<file path="config.mk">
export PLATFORM = sky130hd
export DESIGN_NAME = mrgc_core
export DESIGN_NICKNAME = d
export VERILOG_FILES = /design/src/inc/mrgc_pkg.sv /design/src/design/mrgc_zero_counter.sv /design/src/design/mrgc_core.sv
export SDC_FILE = /design/constraint.sdc
export NUM_CORES = 1
export LEC_CHECK = 0
export BUFFER_PORTS_ARGS = -buffer_cell sky130_fd_sc_hd__buf_2
export CAP_MARGIN = 10
export CELL_PAD_IN_SITES_DETAIL_PLACEMENT = 0
export CELL_PAD_IN_SITES_GLOBAL_PLACEMENT = 1
export CORE_UTILIZATION = 49
export DETAILED_ROUTE_END_ITERATION = 10
export PLACE_DENSITY = 0.95
export RECOVER_POWER = 25
export SYNTH_ARGS = -nofsm -noshare
export SYNTH_HDL_FRONTEND = slang
export SYNTH_SLANG_ARGS = --single-unit
export TNS_END_PERCENT = 20
</file>
<file path="constraint.sdc">
create_clock -name core_clk -period 15.8 [get_ports core_clk]
set_input_delay 3.95 -clock core_clk [delete_from_list [all_inputs] [get_ports core_clk]]
set_output_delay 3.95 -clock core_clk [all_outputs]
set_load 0.05 [all_outputs]
</file>
<file path="src/inc/mrgc_pkg.sv">
package mrgc_pkg;

  // ----------------------------------------
  // Register map
  // ----------------------------------------
  localparam logic [7:0] A_PAGE = 8'h00;
  localparam logic [7:0] A_STBY = 8'h02;
  localparam logic [7:0] A_ZTHR = 8'h3B;
  localparam logic [7:0] A_RAMP = 8'h3F;
  localparam logic [7:0] A_EMRG = 8'h40;
  localparam logic [7:0] A_ZMODE = 8'h41;
  localparam logic [7:0] A_BOOK = 8'h7F;

  localparam logic [7:0] RST_STBY = 8'h10;
  localparam logic [7:0] RST_ZTHR = 8'h00;
  localparam logic [7:0] RST_RAMP = 8'h33;
  localparam logic [7:0] RST_EMRG = 8'h00;
  localparam logic [7:0] RST_ZMODE = 8'h07;

  // ----------------------------------------
  // Field positions
  // ----------------------------------------
  localparam int ZM_AND_BIT = 2;
  localparam int ZM_EN_R_BIT = 1;
  localparam int ZM_EN_L_BIT = 0;
  localparam int ZT_L_LSB = 4;
  localparam int ZT_R_LSB = 0;
  localparam int UP_RATE_LSB = 6;
  localparam int UP_STEP_LSB = 4;
  localparam int DN_RATE_LSB = 2;
  localparam int DN_STEP_LSB = 0;
  localparam int EM_RATE_LSB = 6;
  localparam int EM_STEP_LSB = 4;
  localparam int STRAP_GAIN_BIT = 2;

  // ----------------------------------------
  // Tables and timing
  // ----------------------------------------
  typedef logic [18:0] mrgc_zcnt_t;
  localparam mrgc_zcnt_t ZD_THRESH [8] = '{19'h00400, 19'h01400,
    19'h02800, 19'h06400, 19'h0C800, 19'h19000, 19'h3E800, 19'h7D000};
  // Gain is attenuation in 0.5 dB units.
  localparam logic [7:0] GAIN_FULL = 8'hFF;
  localparam logic [7:0] STEP_TBL [4] = '{8'h08, 8'h04, 8'h02, 8'h01};
  localparam logic [1:0] DIV_LAST [4] = '{2'h0, 2'h1, 2'h3, 2'h0};
  localparam logic [1:0] RATE_DIRECT = 2'h3;
  localparam logic [3:0] MULT_TBL [4] = '{4'h4, 4'h5, 4'h6, 4'h8};
  localparam logic [9:0] SYNC_48K_KHZ10 = 10'h3C0;
  localparam logic [9:0] SYNC_44K_KHZ10 = 10'h372;
  localparam int CLK_PERIOD_NS = 40;
  localparam int SAMPLE_PERIOD_NS = 20833;
  localparam int INT_FRAME_CYC = SAMPLE_PERIOD_NS / CLK_PERIOD_NS;
  localparam int OSC_W = 10;

  // ----------------------------------------
  // Carriers
  // ----------------------------------------
  typedef struct packed {
    logic valid;
    logic [23:0] left;
    logic [23:0] right;
  } mrgc_audio_s;

  typedef struct packed {
    logic wr;
    logic rd;
    logic [7:0] addr;
    logic [7:0] wdata;
  } mrgc_reg_req_s;

  typedef struct packed {
    logic valid;
    logic [2:0] code;
  } mrgc_strap_s;

  typedef struct packed {
    logic gain_26db;
    logic [3:0] mult;
    logic [9:0] sync_khz10;
    logic [13:0] pwm_khz10;
  } mrgc_amp_mode_s;

endpackage

</file>
<file path="src/design/mrgc_zero_counter.sv">
module mrgc_zero_counter
  import mrgc_pkg::*;
(
  input logic core_clk,
  input logic rst,
  input logic frame_tick,
  input logic smp_valid,
  input logic smp_zero,
  input logic enable,
  input logic [2:0] code,
  output logic det
);

  typedef struct packed {
    mrgc_zcnt_t cnt;
    logic zero;
    logic det;
  } mrgc_zc_state_s;

  mrgc_zc_state_s q_ff;
  mrgc_zc_state_s nxt_q;

  always_comb
  begin
    nxt_q = q_ff;
    if (!enable)
      nxt_q = '0;
    else if (smp_valid && !smp_zero)
      nxt_q = '0;
    else
    begin
      if (smp_valid)
        nxt_q.zero = 1'b1;
      if (frame_tick && (q_ff.zero || smp_valid) && !q_ff.det)
      begin
        nxt_q.cnt = q_ff.cnt + 19'h00001;
        if (nxt_q.cnt >= ZD_THRESH[code])
          nxt_q.det = 1'b1;
      end
    end
  end

  always_ff @(posedge core_clk or posedge rst)
  begin
    if (rst)
      q_ff <= '0;
    else
      q_ff <= nxt_q;
  end

  assign det = q_ff.det;
endmodule // mrgc_zero_counter

</file>
<file path="src/design/mrgc_core.sv">
module mrgc_core
  import mrgc_pkg::*;
#(
  parameter int OSC_DIV = INT_FRAME_CYC
)
(
  input logic core_clk,
  input logic rst,
  input logic word_frame_clock,
  input logic clock_fault_notice,
  input logic supply_fail,
  input logic power_stage_supply,
  input mrgc_audio_s audio,
  input logic [7:0] target_att,
  input logic rate_family_44k,
  input mrgc_strap_s strap,
  input mrgc_reg_req_s reg_req,
  output logic [7:0] reg_rdata,
  output logic play_enable,
  output logic analog_mute,
  output logic [7:0] gain_att,
  output logic use_int_osc,
  output logic hard_mute,
  output logic pwm_stop,
  output mrgc_amp_mode_s amp_mode
);

  // ----------------------------------------
  // State
  // ----------------------------------------
  // Sync bits: 0 frame clock, 1 clock fault, 2 supply fail, 3 supply.
  typedef struct packed {
    logic [7:0] page;
    logic [7:0] book;
    logic [7:0] stby;
    logic [7:0] zthr;
    logic [7:0] ramp;
    logic [7:0] emrg;
    logic [7:0] zmode;
    logic [7:0] rdata;
    logic [3:0] s1;
    logic [3:0] s2;
    logic [3:0] s3;
    logic [OSC_W-1:0] osc;
    logic [1:0] div;
    logic [7:0] gain;
    logic play;
    logic mute;
    logic hmute;
    logic lat;
    mrgc_amp_mode_s amp;
  } mrgc_core_state_s;

  localparam mrgc_core_state_s Q_RST = '{stby: RST_STBY, zthr: RST_ZTHR,
    ramp: RST_RAMP, emrg: RST_EMRG, zmode: RST_ZMODE, gain: GAIN_FULL,
    default: '0};

  mrgc_core_state_s q_ff;
  mrgc_core_state_s nxt_q;
  logic det_l;
  logic det_r;
  logic wfc_rise;
  logic clkf;
  logic emerg;
  logic pss_fall;
  logic tick;
  logic sel;
  logic down;
  logic [7:0] tgt;
  logic [1:0] rate;
  logic [7:0] stepv;
  logic [7:0] rd;
  logic tl;
  logic tr;
  logic m;

  // ----------------------------------------
  // Zero detection per channel
  // ----------------------------------------
  mrgc_zero_counter u_zc_left (
    .core_clk(core_clk),
    .rst(rst),
    .frame_tick(wfc_rise),
    .smp_valid(audio.valid),
    .smp_zero(audio.left == 24'h000000),
    .enable(q_ff.zmode[ZM_EN_L_BIT]),
    .code(q_ff.zthr[ZT_L_LSB +: 3]),
    .det(det_l)
  );

  mrgc_zero_counter u_zc_right (
    .core_clk(core_clk),
    .rst(rst),
    .frame_tick(wfc_rise),
    .smp_valid(audio.valid),
    .smp_zero(audio.right == 24'h000000),
    .enable(q_ff.zmode[ZM_EN_R_BIT]),
    .code(q_ff.zthr[ZT_R_LSB +: 3]),
    .det(det_r)
  );

  // ----------------------------------------
  // Next state
  // ----------------------------------------
  always_comb
  begin
    nxt_q = q_ff;
    nxt_q.s1 = {power_stage_supply, supply_fail, clock_fault_notice,
      word_frame_clock};
    nxt_q.s2 = q_ff.s1;
    nxt_q.s3 = q_ff.s2;
    wfc_rise = q_ff.s2[0] && !q_ff.s3[0];
    clkf = q_ff.s2[1];
    emerg = q_ff.s2[1] || q_ff.s2[2];
    pss_fall = !q_ff.s2[3] && q_ff.s3[3];
    sel = (q_ff.page == 8'h00) && (q_ff.book == 8'h00);

    // Register writes; data registers answer only in book 0, page 0.
    if (reg_req.wr)
    begin
      if (reg_req.addr == A_PAGE)
        nxt_q.page = reg_req.wdata;
      else if (q_ff.page == 8'h00 && reg_req.addr == A_BOOK)
        nxt_q.book = reg_req.wdata;
      else if (sel)
      begin
        case (reg_req.addr)
          A_STBY: nxt_q.stby = reg_req.wdata;
          A_ZTHR: nxt_q.zthr = reg_req.wdata;
          A_RAMP: nxt_q.ramp = reg_req.wdata;
          A_EMRG: nxt_q.emrg = reg_req.wdata;
          A_ZMODE: nxt_q.zmode = reg_req.wdata;
          default: nxt_q.page = q_ff.page;
        endcase
      end
    end

    rd = 8'h00;
    if (reg_req.addr == A_PAGE)
      rd = q_ff.page;
    else if (q_ff.page == 8'h00 && reg_req.addr == A_BOOK)
      rd = q_ff.book;
    else if (sel)
    begin
      case (reg_req.addr)
        A_STBY: rd = q_ff.stby;
        A_ZTHR: rd = q_ff.zthr;
        A_RAMP: rd = q_ff.ramp;
        A_EMRG: rd = q_ff.emrg;
        A_ZMODE: rd = q_ff.zmode;
        default: rd = 8'h00;
      endcase
    end
    if (reg_req.rd)
      nxt_q.rdata = rd;

    nxt_q.play = (q_ff.stby == 8'h00);

    tl = q_ff.zmode[ZM_EN_L_BIT] && det_l;
    tr = q_ff.zmode[ZM_EN_R_BIT] && det_r;
    if (q_ff.zmode[ZM_AND_BIT])
      m = (tl || !q_ff.zmode[ZM_EN_L_BIT])
        && (tr || !q_ff.zmode[ZM_EN_R_BIT])
        && (q_ff.zmode[ZM_EN_L_BIT] || q_ff.zmode[ZM_EN_R_BIT]);
    else
      m = tl || tr;
    nxt_q.mute = m;

    // oscillator paces frames during clock fault
    if (q_ff.osc == OSC_W'(OSC_DIV - 1))
      nxt_q.osc = '0;
    else
      nxt_q.osc = q_ff.osc + OSC_W'(1);
    tick = clkf ? (q_ff.osc == '0) : wfc_rise;

    // Volume ramp toward the effective target.
    tgt = (emerg || !q_ff.play) ? GAIN_FULL : target_att;
    down = q_ff.gain < tgt;
    if (emerg)
    begin
      rate = q_ff.emrg[EM_RATE_LSB +: 2];
      stepv = STEP_TBL[q_ff.emrg[EM_STEP_LSB +: 2]];
    end
    else if (down)
    begin
      rate = q_ff.ramp[DN_RATE_LSB +: 2];
      stepv = STEP_TBL[q_ff.ramp[DN_STEP_LSB +: 2]];
    end
    else
    begin
      rate = q_ff.ramp[UP_RATE_LSB +: 2];
      stepv = STEP_TBL[q_ff.ramp[UP_STEP_LSB +: 2]];
    end
    if (rate == RATE_DIRECT || q_ff.gain == tgt)
    begin
      nxt_q.gain = tgt;
      nxt_q.div = 2'h0;
    end
    else if (tick)
    begin
      if (q_ff.div >= DIV_LAST[rate])
      begin
        nxt_q.div = 2'h0;
        if (down)
          nxt_q.gain = (tgt - q_ff.gain <= stepv) ? tgt
            : q_ff.gain + stepv;
        else
          nxt_q.gain = (q_ff.gain - tgt <= stepv) ? tgt
            : q_ff.gain - stepv;
      end
      else
        nxt_q.div = q_ff.div + 2'h1;
    end

    nxt_q.hmute = clkf && (q_ff.hmute || q_ff.gain == GAIN_FULL);

    // latch strap once per supply cycle
    if (pss_fall)
      nxt_q.lat = 1'b0;
    else if (strap.valid && !q_ff.lat)
    begin
      nxt_q.lat = 1'b1;
      nxt_q.amp.gain_26db = strap.code[STRAP_GAIN_BIT];
      nxt_q.amp.mult = MULT_TBL[strap.code[1:0]];
    end
    nxt_q.amp.sync_khz10 = rate_family_44k ? SYNC_44K_KHZ10
      : SYNC_48K_KHZ10;
    nxt_q.amp.pwm_khz10 = 14'(q_ff.amp.mult) * 14'(q_ff.amp.sync_khz10);
  end

  always_ff @(posedge core_clk or posedge rst)
  begin
    if (rst)
      q_ff <= Q_RST;
    else
      q_ff <= nxt_q;
  end

  assign reg_rdata = q_ff.rdata;
  assign play_enable = q_ff.play;
  assign analog_mute = q_ff.mute;
  assign gain_att = q_ff.gain;
  assign use_int_osc = q_ff.s2[1];
  assign hard_mute = q_ff.hmute;
  assign pwm_stop = q_ff.hmute;
  assign amp_mode = q_ff.amp;
endmodule // mrgc_core

</file>
==> metrics.txt <==
outcome finished, violations left; failing checks max-capacitance violations, max-slew violations; drt pass-1 iters 5; Post-Route WL 23.4 mm; peak supply drop 85.0 uV; initial antenna violation count 1; max-cap viol count 1; DR DRC count 0; chip height 149 microns; total power 1.53 mW; CP startpoint target_att[1]; Starting DRT DRC Count 328; Max Slew Vio Count 82; Period Utilization, post-route 0.528; RSZ-0062 raised after global routing no; CTS Hold Bufs 0; largest net degree at the start of global routing 82; fraction of layout cells with a size suffix above 1 0.228; postcts setup bufs 0; syn_area_per_cell 9.68 sq um; worst-margin pin slew 3.55 ns; HPWL after DPL 17.2 mm; vias after detailed routing 8139; TritonCTS buffer count 17; placed inst area 11100 sq um; Final Hold Vio Count 0; number of global-route vias before repair 7953; Critical path destination gain_att[5]; CP arrival 8.70 ns; worst-case clock buffer depth 2; fmax 120 MHz; fin area 11700 sq um; Async SR Flop Fraction 1.00; grt ovf 0; CP peak stage delay 0.75 ns; Pwr Density 131 nW/um^2; Setup crit end kind flip-flop; Core Rows 53; shortest period the worst path allows 8.34 ns; TritonCTS clock tree built; routability cong. 0.913; die area 22100 sq um; post-CTS resize count 0; worst reg2reg path depth 17; r2r setup slk 10.06 ns; final core utilization 0.555; Chip Width 149 microns; clk slew on worst S/H paths 0.07 ns; HP Class reg -> reg; number of synthesized flops with an enable pin 0; vias per cell 5.61; root buffer cell clkbuf_16; Main synth FF type dfrtp_1; starting density of the core 0.500; Max FO, Critical Path 13; Syn Std Cell Area 10500 sq um; Nets 1324; Yosys cell types 83; critical path class in -> reg; hold_ws 0.349 ns; fill count 1866; CORE AREA 21100 sq um; global-route wire length before repair 38.4 mm; Leakage Power 5.49 nW; Seq/Total Area, Yosys 0.384; Worst setup SP type primary input; Post-Synthesis Cells 1090; GRT Util Overall 0.220; # IOs 136; Max-slew headroom -1.38; CP max-delay cell a31oi_1; # setup viols final 0; wire per inst 16.1 microns; Reg2Reg Capture Point gain_att[5]; area grow syn2layout 11.0%; Final TNS setup 0 ns; Post-DRT Antenna Nets 0; Synth Register Bits 161; skew final 0.00891 ns; Port Buffer Count 131; Syn. warnings 0; worst-path cell chain buf_2 > or2_2 > ha_1 > ha_1 > a31oi_1 > o21ai_4 > a221oi_4 > mux2i_1 > a21o_1 > inv_1 > ha_1 > a31oi_1 > o211ai_1 > and2_1 > o22ai_1 > a31oi_1 > a21oi_1; clk_lat worst skew 0.43 ns; Crit Reg-Reg Startpoint use_int_osc; Crit path required time 16.17 ns; TritonCTS Sinks 161; H-tree lvl count 4
[placed cells by master, fill, tap and decap left out, drive strengths merged, types with 6 or more instances in the layout]
cell / instances
dfrtp: 145
buf: 133
nor2: 98
nand2: 80
inv: 72
ha: 66
mux2: 52
o21ai: 47
a21oi: 45
xor2: 41
xnor2: 41
nand3: 38
nor4: 22
nand4: 20
mux2i: 20
nor3: 19
clkbuf: 19
and2: 18
dfstp: 16
o21a: 15
and3: 13
a31oi: 12
nor2b: 10
fa: 10
a222oi: 8
o22ai: 8
o221ai: 8
or2: 7
or3: 6
[cell families after synthesis]
kind of cell / count (synthesis) / synth area share
AO/OA/AOI/OAI: 190 / 0.130
other: 2 / 0.000712
multiplexers: 72 / 0.0764
adder cells (fa/ha/maj): 77 / 0.0983
AND/OR/NAND/NOR: 358 / 0.172
flip-flops: 161 / 0.384
XOR/XNOR: 82 / 0.0681
buffers and inverters: 148 / 0.0701
[worst min-delay path by stage]
stage,start,endpoint,slack [ns],cells after the start
after global routing,nxt_q[57],nxt_q[53],0.36,0
after detailed placement,nxt_q[57],nxt_q[53],0.34,0
final,nxt_q[57],nxt_q[53],0.35,0
after global placement,nxt_q[58],use_int_osc,0.33,0
after floorplan,nxt_q[57],nxt_q[53],0.33,0
after CTS,nxt_q[57],nxt_q[53],0.35,0
[area by class of cell]
type,count,area [sq um],area share
multi-input cells,784,5770,0.493
flip-flops and latches,161,4050,0.346
repair buffers,134,677,0.0578
clock buffers,18,429,0.0367
well taps,275,344,0.0294
inverters,64,244,0.0208
clock inverters,14,189,0.0161
diodes,2,5.00,0.000427
[where the power goes]
group	total (mW)	internal (mW)	switching, mW
clock	0.440	0.255	0.186
combinational	0.591	0.209	0.382
sequential	0.499	0.457	0.0422
total	1.53	0.921	0.610
[through the flow]
| step | std cells | setup WS (ns) |
|---|---|---|
| after floorplan | 1093 | 7.53 |
| after global placement | 1418 | 7.23 |
| after detailed placement | 1418 | 7.12 |
| after CTS | 1450 | 7.56 |
| after global routing | 1450 | 7.17 |
| final | 1452 | 7.46 |
[synthesized netlist by cell type, types with 18 or more instances]
master	number	area share
ha_1	66	0.078
xor2_1	41	0.034
a21oi_1	41	0.019
nor3_1	18	0.0085
nor2_1	95	0.034
clkbuf_1	32	0.011
nand4_1	20	0.012
dfrtp_1	145	0.34
nand2_1	80	0.028
inv_1	63	0.022
buf_4	47	0.033
mux2i_1	19	0.018
nor4_1	22	0.013
o21ai_0	43	0.020
and2_1	18	0.011
nand3_1	38	0.018
mux2_2	50	0.053
xnor2_1	41	0.034
[layer usage]
metal,vias to the layer above,part of all wire,GRT usage
li1,3950,-,-
met1,3930,0.43,0.269
met2,215,0.50,0.382
met3,44,0.045,0.0454
met4,0,0.022,0.0820
met5,-,0,0
[critical path, delay by kind of cell]
| kind | cells | cell delay, ns |
|---|---|---|
| compound gates | 9 | 2.78 |
| fa+ha+maj | 3 | 0.80 |
| simple gates | 2 | 0.75 |
| mux | 1 | 0.25 |
| buf+inv | 2 | 0.15 |
[sequential cells by signal, summed over array words and instances (netlist names)]
signal	flops
q_ff	71
amp_mode	21
u_zc_left.q_ff	20
u_zc_right.q_ff	20
gain_att	8
reg_rdata	8
nxt_q	7
analog_mute	1
hard_mute	1
play_enable	1
u_zc_left.det	1
u_zc_right.det	1
use_int_osc	1
Note: power is estimated with default switching activity, not from simulation.
